## src/apri_pkg.sv

```systemverilog
/*
 Package for the power-up and reset initialisation block.
 Holds timing constants, register layout and state enumerations.
 Assumes one clock at 20 MHz shared by both ends.
*/
package apri_pkg;
   localparam int unsigned clk_period_ns     = 50;
   // Power-on delay before config pin is driven, in ms
   localparam int unsigned power_on_ms       = 2;
   localparam int unsigned power_on_cycles   =
      (power_on_ms * 1000000 + clk_period_ns - 1) / clk_period_ns;
   // Config pin settled to reset rising edge, in ns
   localparam int unsigned cfg_to_reset_ns   = 100;
   localparam int unsigned cfg_to_reset_cycles =
      (cfg_to_reset_ns + clk_period_ns - 1) / clk_period_ns;
   // Reset pulse width, in us
   localparam int unsigned reset_width_us    = 1;
   localparam int unsigned reset_width_cycles =
      (reset_width_us * 1000 + clk_period_ns - 1) / clk_period_ns;
   // Calibration length in sampling-clock cycles
   localparam int unsigned cal_cycles        = 200000;
   // Serial register map
   localparam logic [7:0]  reg_soft_reset    = 8'h00;
   localparam int unsigned soft_reset_bit    = 0;
   localparam int unsigned reg_count         = 4;
   localparam logic [7:0]  reg_reset_value   = 8'h00;
   localparam logic [7:0]  fuse_default      = 8'h00;
   localparam int unsigned cnt_w             = 24;

   typedef enum logic [1:0]
   {
      apri_dev_idle = 2'b00,
      apri_dev_load = 2'b01,
      apri_dev_cal  = 2'b11,
      apri_dev_rdy  = 2'b10
   } apri_dev_e;

   typedef enum logic [2:0]
   {
      apri_host_pwr   = 3'b000,
      apri_host_cfg   = 3'b001,
      apri_host_rst   = 3'b011,
      apri_host_wait  = 3'b010,
      apri_host_ready = 3'b110,
      apri_host_sreq  = 3'b111
   } apri_host_e;
endpackage

```

## src/apri_if.sv

```systemverilog
/*
 Interface joining host controller and device ends.
 Assumes both ends run on the same sampling clock.
*/
`timescale 1ns/1ps
interface apri_if;
   logic       ref_cfg_drive;
   logic       ref_cfg_level;
   logic       samp_clk_on;
   logic       hw_reset;
   logic       serial_select_pin;
   logic       wr_valid;
   logic [7:0] wr_addr;
   logic [7:0] wr_data;
   logic       dev_ready;

   modport host
   (
      output ref_cfg_drive, ref_cfg_level, samp_clk_on, hw_reset,
      output serial_select_pin, wr_valid, wr_addr, wr_data,
      input  dev_ready
   );
   modport device
   (
      input  ref_cfg_drive, ref_cfg_level, samp_clk_on, hw_reset,
      input  serial_select_pin, wr_valid, wr_addr, wr_data,
      output dev_ready
   );
endinterface // apri_if

```

## src/apri_device.sv

```systemverilog
/*
 Device end: fuse load, calibration and software reset.
 Assumes the host holds hw_reset low during software reset and
 waits for calibration before writing registers.
 Registers return to fuse defaults on either reset; the soft reset
 bit is never stored and so reads back as zero. Writes arriving
 before calibration ends are dropped.
*/
//
// Overview of operation
// - Host pulses reset high after power-up
// - Host waits 2 ms before config pin
// - Config pin and clock before reset
// - 100 ns config to reset rise
// - Reset release loads fuses, starts calibration
// - Calibration lasts 200000 clock cycles
// - Bit D0 at 0x00 resets registers
// - Soft reset bit clears itself
// - Host keeps reset pin low then
// - Host waits calibration before serial access
`timescale 1ns/1ps
module apri_device
#(
   // Calibration length; the bench may shorten it
   parameter int unsigned cal_len = apri_pkg::cal_cycles
)
(
   // Clock and enable
   input  wire logic              clk,
   input  wire logic              reset,
   input  wire logic              clk_en,
   // Link
   apri_if.device                 link,
   // User side
   output logic                   cal_busy,
   output logic                   reg_ready,
   output logic [7:0]             reg_view [apri_pkg::reg_count]
);
   import apri_pkg::*;

   // Pin synchronisers, two flops before use
   logic [1:0]      rst_sync;
   logic [1:0]      sel_sync;
   logic [1:0]      vld_sync;
   logic [1:0]      next_rst_sync;
   logic [1:0]      next_sel_sync;
   logic [1:0]      next_vld_sync;
   // Address and data staged alike, stable before valid
   logic [1:0][7:0] adr_sync;
   logic [1:0][7:0] next_adr_sync;
   logic [1:0][7:0] dat_sync;
   logic [1:0][7:0] next_dat_sync;
   logic            rst_q;
   logic            next_rst_q;

   apri_dev_e         state;
   apri_dev_e         next_state;
   logic [cnt_w-1:0]  cnt;
   logic [cnt_w-1:0]  next_cnt;
   logic [7:0]        regs      [reg_count];
   logic [7:0]        next_regs [reg_count];
   logic              soft_hit;
   logic              next_busy;
   logic              next_ready;
   logic              fuse_load;
   logic              reg_wr;

   // Shift pins into the synchronisers
   always_comb
   begin
      next_rst_sync = {rst_sync[0], link.hw_reset};
      next_sel_sync = {sel_sync[0], link.serial_select_pin};
      next_vld_sync = {vld_sync[0], link.wr_valid};
      next_adr_sync = {adr_sync[0], link.wr_addr};
      next_dat_sync = {dat_sync[0], link.wr_data};
   end

   always_ff @(posedge clk)
   begin
      if (reset)
      begin
         rst_sync <= 2'h0;
         sel_sync <= 2'h0;
         vld_sync <= 2'h0;
         adr_sync <= '0;
         dat_sync <= '0;
      end
      else if (clk_en)
      begin
         rst_sync <= next_rst_sync;
         sel_sync <= next_sel_sync;
         vld_sync <= next_vld_sync;
         adr_sync <= next_adr_sync;
         dat_sync <= next_dat_sync;
      end
   end

   // Write seen on synchronised select and valid rising edge
   logic wr_edge;
   logic vld_q;
   logic next_vld_q;
   assign wr_edge = vld_sync[1] & ~vld_q & sel_sync[1];

   assign soft_hit = wr_edge && (adr_sync[1] == reg_soft_reset) &&
                     dat_sync[1][soft_reset_bit];

   always_comb
   begin
      next_state = state;
      next_cnt   = cnt;
      next_rst_q = rst_sync[1];
      next_vld_q = vld_sync[1];
      fuse_load  = 1'b0;
      reg_wr     = 1'b0;
      if (rst_sync[1])
      begin
         // Held in reset while pin high
         next_state = apri_dev_idle;
         next_cnt   = '0;
      end
      else
      begin
         case (state)
            apri_dev_idle:
            begin
               if (rst_q)
                  next_state = apri_dev_load;
            end
            apri_dev_load:
            begin
               fuse_load  = 1'b1;
               next_cnt   = '0;
               next_state = apri_dev_cal;
            end
            apri_dev_cal:
            begin
               next_cnt = cnt + 1'b1;
               // Load cycle counts toward the length
               if (cnt == cnt_w'(cal_len - 2))
                  next_state = apri_dev_rdy;
            end
            apri_dev_rdy:
            begin
               if (soft_hit)
               begin
                  // soft bit never stored, reads zero
                  next_state = apri_dev_load;
               end
               // Addresses beyond the map are dropped
               else if (wr_edge && adr_sync[1] < 8'(reg_count) &&
                        adr_sync[1] != reg_soft_reset)
                  reg_wr = 1'b1;
            end
            default:
               next_state = apri_dev_idle;
         endcase
      end
      next_busy  = (next_state != apri_dev_rdy);
      next_ready = (next_state == apri_dev_rdy);
   end

   // Per-entry update; a fuse load overrides any write
   for (genvar g = 0; g < reg_count; g++)
   begin : g_reg
      always_comb
      begin
         next_regs[g] = regs[g];
         if (fuse_load)
            next_regs[g] = fuse_default;
         else if (reg_wr && adr_sync[1][1:0] == 2'(g))
            next_regs[g] = dat_sync[1];
      end
   end

   // Registered state; all of it freezes while clk_en is low
   always_ff @(posedge clk)
   begin
      if (reset)
      begin
         state     <= apri_dev_idle;
         cnt       <= '0;
         rst_q     <= 1'b0;
         vld_q     <= 1'b0;
         cal_busy  <= 1'b1;
         reg_ready <= 1'b0;
         for (int i = 0; i < reg_count; i++)
            regs[i] <= reg_reset_value;
      end
      else if (clk_en)
      begin
         state     <= next_state;
         cnt       <= next_cnt;
         rst_q     <= next_rst_q;
         vld_q     <= next_vld_q;
         cal_busy  <= next_busy;
         reg_ready <= next_ready;
         regs      <= next_regs;
      end
   end

   assign reg_view       = regs;
   assign link.dev_ready = reg_ready;
endmodule // apri_device

```

## src/flat_wrapper.sv

```systemverilog
// flat-port wrapper written by rule: the top's interface ports become plain ports
module apri_device_flat import apri_pkg::*;
#(
                                                  
   parameter int unsigned cal_len = apri_pkg::cal_cycles
)
  (clk, reset, clk_en, cal_busy, reg_ready, reg_view, link_ref_cfg_drive, link_ref_cfg_level, link_samp_clk_on, link_hw_reset, link_serial_select_pin, link_wr_valid, link_wr_addr, link_wr_data, link_dev_ready);
  apri_if link_i ();
  input  wire logic clk;
  input  wire logic reset;
  input  wire logic clk_en;
  output logic cal_busy;
  output logic reg_ready;
  output logic [7:0] reg_view[apri_pkg::reg_count];
  input wire logic [$bits(link_i.ref_cfg_drive)-1:0] link_ref_cfg_drive;
  input wire logic [$bits(link_i.ref_cfg_level)-1:0] link_ref_cfg_level;
  input wire logic [$bits(link_i.samp_clk_on)-1:0] link_samp_clk_on;
  input wire logic [$bits(link_i.hw_reset)-1:0] link_hw_reset;
  input wire logic [$bits(link_i.serial_select_pin)-1:0] link_serial_select_pin;
  input wire logic [$bits(link_i.wr_valid)-1:0] link_wr_valid;
  input wire logic [$bits(link_i.wr_addr)-1:0] link_wr_addr;
  input wire logic [$bits(link_i.wr_data)-1:0] link_wr_data;
  output wire logic [$bits(link_i.dev_ready)-1:0] link_dev_ready;
  assign link_i.ref_cfg_drive = link_ref_cfg_drive;
  assign link_i.ref_cfg_level = link_ref_cfg_level;
  assign link_i.samp_clk_on = link_samp_clk_on;
  assign link_i.hw_reset = link_hw_reset;
  assign link_i.serial_select_pin = link_serial_select_pin;
  assign link_i.wr_valid = link_wr_valid;
  assign link_i.wr_addr = link_wr_addr;
  assign link_i.wr_data = link_wr_data;
  assign link_dev_ready = link_i.dev_ready;
  apri_device #(.cal_len(cal_len)) u_core (.clk(clk), .reset(reset), .clk_en(clk_en), .link(link_i), .cal_busy(cal_busy), .reg_ready(reg_ready), .reg_view(reg_view));
endmodule
```

## config.mk

```make
export PLATFORM = sky130hd
export DESIGN_NAME = apri_device_flat
export DESIGN_NICKNAME = d
export VERILOG_FILES = /design/src/apri_pkg.sv /design/src/apri_if.sv /design/src/apri_device.sv /design/src/flat_wrapper.sv
export SDC_FILE = /design/constraint.sdc
export NUM_CORES = 1
export LEC_CHECK = 0
export BUFFER_PORTS_ARGS = -buffer_cell sky130_fd_sc_hd__buf_2
export CAP_MARGIN = 20
export CORE_ASPECT_RATIO = 1.4
export CORE_MARGIN = 2
export CORE_UTILIZATION = 54
export DETAILED_ROUTE_END_ITERATION = 10
export GPL_ROUTABILITY_DRIVEN = 0
export PLACE_DENSITY = 0.76
export SYNTH_ARGS = -nofsm -noshare
export SYNTH_HDL_FRONTEND = slang
export SYNTH_SLANG_ARGS = --single-unit
```

## constraint.sdc

```tcl
create_clock -name clk -period 3.8 [get_ports clk]
set_clock_uncertainty 0.15 [all_clocks]
set_input_delay 0.57 -clock clk [delete_from_list [all_inputs] [get_ports clk]]
set_output_delay 0.57 -clock clk [all_outputs]
set_load 0.02 [all_outputs]
```

==> Implementation_results.wiki <==
{| class="wikitable"
! Metric !! Value
|-
| Share of the synthesized area in the top cell type || 0.4908
|-
| Die extent in x || roughly 77 um
|-
| Initial standard-cell utilization of the core || 0.5541
|-
| Actual slew at the worst max-slew pin || between 1 and 1.5 ns
|-
| Final WL || ~8500 um
|-
| Sw frac || 0.2532
|-
| Initial antenna violation count || 0
|-
| Synth Register Bits || 100
|-
| Grt total ovfl || 0
|-
| Filler-free cell count of the finished design || 585
|-
| Total routing resource utilization after global routing || 0.2116
|-
| Clock-pin transition on the worst setup and hold timing paths || 0.10 ns
|-
| Area of the core region || 0.007361 sq mm
|-
| Cell accounting for the most synthesized area || dfxtp_1
|-
| DRC violation count after routing || 0
|-
| CTS Root Buffer Type || clkbuf_8
|-
| Clock Power Share || 0.373
|-
| Post-CTS Setup Bufs || 0
|-
| Total number of nets in the final design || 510
|-
| Critical path buffer and inverter count || 0
|-
| Number of filler instances in the final layout || around 610
|-
| Iteration-0 DRC count of the detailed router || 207
|-
| Dominant cells by area after synthesis || dfxtp_1 49%, mux2i_1 9.8%, nor2_1 5.8%
|-
| Final max-slew violation count || 0
|-
| Post-Syn Area || roughly 0.0041 sq mm
|-
| Top delay family on crit path || simple AND/OR/NAND/NOR gates
|-
| Final setup vio count || 0
|-
| Outcome || complete, no violations
|-
| Pwr/cell area || approximately 420 mW/mm^2
|-
| CTS H-tree depth || 3
|-
| Total leakage power || 1.843 nW
|-
| Class of the most critical hold timing path || in2reg
|-
| Crit path setup slack, layout || 1.348 ns
|-
| Maximum fanout count along the critical path || 12
|-
| Avg Vias per Cell || 5.708
|-
| Seq/Total Area, Yosys || 0.4908
|-
| DP Cell Count || roughly 570
|-
| Type of the worst setup path || reg2reg
|-
| Io pins || 60
|-
| Req. time, crit path || 3.90 ns
|-
| Placement row count || 37
|-
| Die Outline Area || just over 0.008 sq mm
|-
| Number of flops mapped to enable cells by yosys || 0
|-
| Max-cap violations || 0
|-
| Reported net switching power || 0.0004891 W
|-
| Highest-count cells in the layout ignoring fill and taps || 100 x dfxtp_1, 63 x nor2_1, 56 x buf_2
|-
| Warnings, synthesis || 0
|-
| Slowest stage cell, crit path || or4bb_4
|-
| Syn_nets || 460
|-
| Achievable clock frequency || 407.9 MHz
|-
| Crit path cell chain || or4bb_4 -> or4_4 -> a2111o_1 -> nor4bb_1
|-
| Count of antenna-violating nets left after detailed routing || 0
|-
| Fraction of layout cells with a size suffix above 1 || 0.1762
|-
| Most common cell after layout, fill and taps aside || dfxtp_1
|-
| Internal Dissipation || between 0.001 and 0.0015 W
|-
| WL per Instance || 14.55 um
|-
| Share of async-settable or async-resettable flops after synthesis || 0
|-
| TritonCTS Buffers || 9
|-
| Yosys cell types || 52
|-
| Hold Violations, Final || 0
|-
| Clock tree from TritonCTS || built
|-
| Post_cts resized || 0
|-
| Worst setup slack after placement || 1.300 ns
|-
| Longest individual stage delay on the worst path || 0.63 ns
|-
| Via count of the first global-routing pass || 3056
|-
| Total number of clock tree sinks || 100
|-
| Signal arrival time at the worst endpoint || 2.55 ns
|-
| Synth Flop Type || dfxtp_1
|-
| Summed negative setup slack over all endpoints || 0 ns
|-
| Maximum vdd drop || 246.6 uV
|-
| 1st-pass router iterations || 4
|-
| Maximum buffer depth of the clock tree || 2
|-
| Synth Area per Inst || approximately 9.4 sq um
|-
| Power share of the combinational group || 0.062
|-
| Slew headroom || 0.3095
|-
| Post-detailed-placement half-perimeter wirelength || 5980 um
|-
| Setup crit start kind || register
|-
| Area added between synthesis and finish || 13.71%
|-
| Endpoint class of the critical path || register
|-
| Sequential share of power || 0.565
|-
| Worst-skew pair later-pin latency || 0.36 ns
|-
| Hold buffers post-CTS || 0
|-
| Count of buffers from port buffering || 56
|-
| Total via count after detailed routing || approximately 3300
|-
| Setup repair after global routing missed its margin || no
|-
| Global-route wire length before repair || around 14000 um
|-
| Total design power || ~0.0019 W
|-
| Largest net degree at the start of global routing || 61
|-
| Synthesized instance count || about 430
|-
| Final worst path period share || 0.6452
|-
| Die Span Y || 106.8 um
|-
| Number of antenna diodes || 0
|-
| Post-layout minimum cycle time || ~2.5 ns
|}
## flip-flops by register name (all words and copies together), names as in the netlist
signal                 cells
u_core.rst_sync            2
u_core.cal_busy            1
u_core.rst_q               1
u_core.link.dev_ready      1
u_core.vld_q               1
u_core.cnt                24
u_core.vld_sync            2
u_core.adr_sync           16
u_core.sel_sync            2
u_core.state               2
u_core.reg_view           32
u_core.dat_sync           16
## cell usage after synthesis, drive strengths merged, types with 2 or more instances
| cell | instances |
|---|---|
| a21oi | 14 |
| a32oi | 2 |
| and2 | 8 |
| buf | 10 |
| clkbuf | 10 |
| dfxtp | 100 |
| ha | 2 |
| inv | 17 |
| mux2i | 40 |
| nand2 | 18 |
| nand2b | 2 |
| nand3 | 20 |
| nand3b | 5 |
| nand4 | 5 |
| nand4b | 3 |
| nor2 | 63 |
| nor3 | 7 |
| nor3b | 4 |
| nor4 | 12 |
| o21ai | 11 |
| o22ai | 10 |
| o2bb2ai | 16 |
| o31ai | 7 |
| or2 | 3 |
| or3 | 3 |
| or4 | 13 |
| or4b | 3 |
| or4bb | 3 |
| xnor2 | 2 |
| xor2 | 3 |
## power groups by stage
stage | Clock, W | Combinational (W) | Sequential, W
3_5_place_dp | 0 | 0.000120 | 0.00111
6_report | 0.000721 | 0.000120 | 0.00109
2_1_floorplan | 0 | 0.0000933 | 0.00111
3_3_place_gp | 0 | 0.000117 | 0.00111
4_1_cts | 0.000741 | 0.000120 | 0.00109
5_1_grt | 0.000777 | 0.000132 | 0.00109
## worst register-to-register path: stages (launching register included)
cell,delay (ns)
dfxtp_1,0.44
or4bb_4,0.63
or4_4,0.51
a2111o_1,0.46
nor4bb_1,0.15
## cell families (layout without fill, tap and decap cells)
group	after synthesis	after routing	synth area share
simple gates	177	177	0.2356
compound gates	72	72	0.1227
fa+ha+maj	2	2	0.006134
xor+xnor	5	5	0.01074
flops	100	100	0.4908
mux	40	40	0.09816
buf+inv	37	92	0.03589
## per-stage QoR
step	hold slack [ns]	instance area (sq um)	utilization
after detailed placement	0.2904	4420	0.6005
after global placement	0.2871	4420	0.6005
after global routing	0.2849	4638	0.6301
after CTS	0.2657	4638	0.6301
after floorplan	0.2968	4079	-
final	0.2816	4638	0.6301
## area by class of cell
type | count | area, sq um | area share
clock buffer | 9 | 123.9 | 0.02671
timing repair buffer | 59 | 302.8 | 0.06528
inverter | 17 | 63.81 | 0.01376
tap | 97 | 121.4 | 0.02617
sequential | 100 | 2002 | 0.4316
clock inverter | 7 | 93.84 | 0.02023
multi-input combinational | 296 | 1931 | 0.4162
## worst paths after layout
| kind | slack (ns) | end | start | cells after the start |
|---|---|---|---|---|
| hold reg to reg | 0.30 | u_core.reg_view[11] | u_core.reg_view[11] | 2 |
| setup / recovery | 1.35 | u_core.link.dev_ready | u_core.state[0] | 4 |
| setup reg to reg | 1.35 | u_core.link.dev_ready | u_core.state[0] | 4 |
| hold / removal | 0.28 | u_core.dat_sync[5] | link_wr_data[5] | 3 |
## metal layers
| metal | share of wire | wire length, um | global-route usage | vias to the layer above |
|---|---|---|---|---|
| li1 | - | - | - | 1685 |
| met1 | 0.44 | 3780 | 0.2663 | 1572 |
| met2 | 0.50 | 4259 | 0.3484 | 65 |
| met3 | 0.033 | 280 | 0.03199 | 17 |
| met4 | 0.023 | 193 | 0.1148 | 0 |
| met5 | 0 | 0 | 0 | - |
No activity file was read; power rests on OpenSTA's default activity.
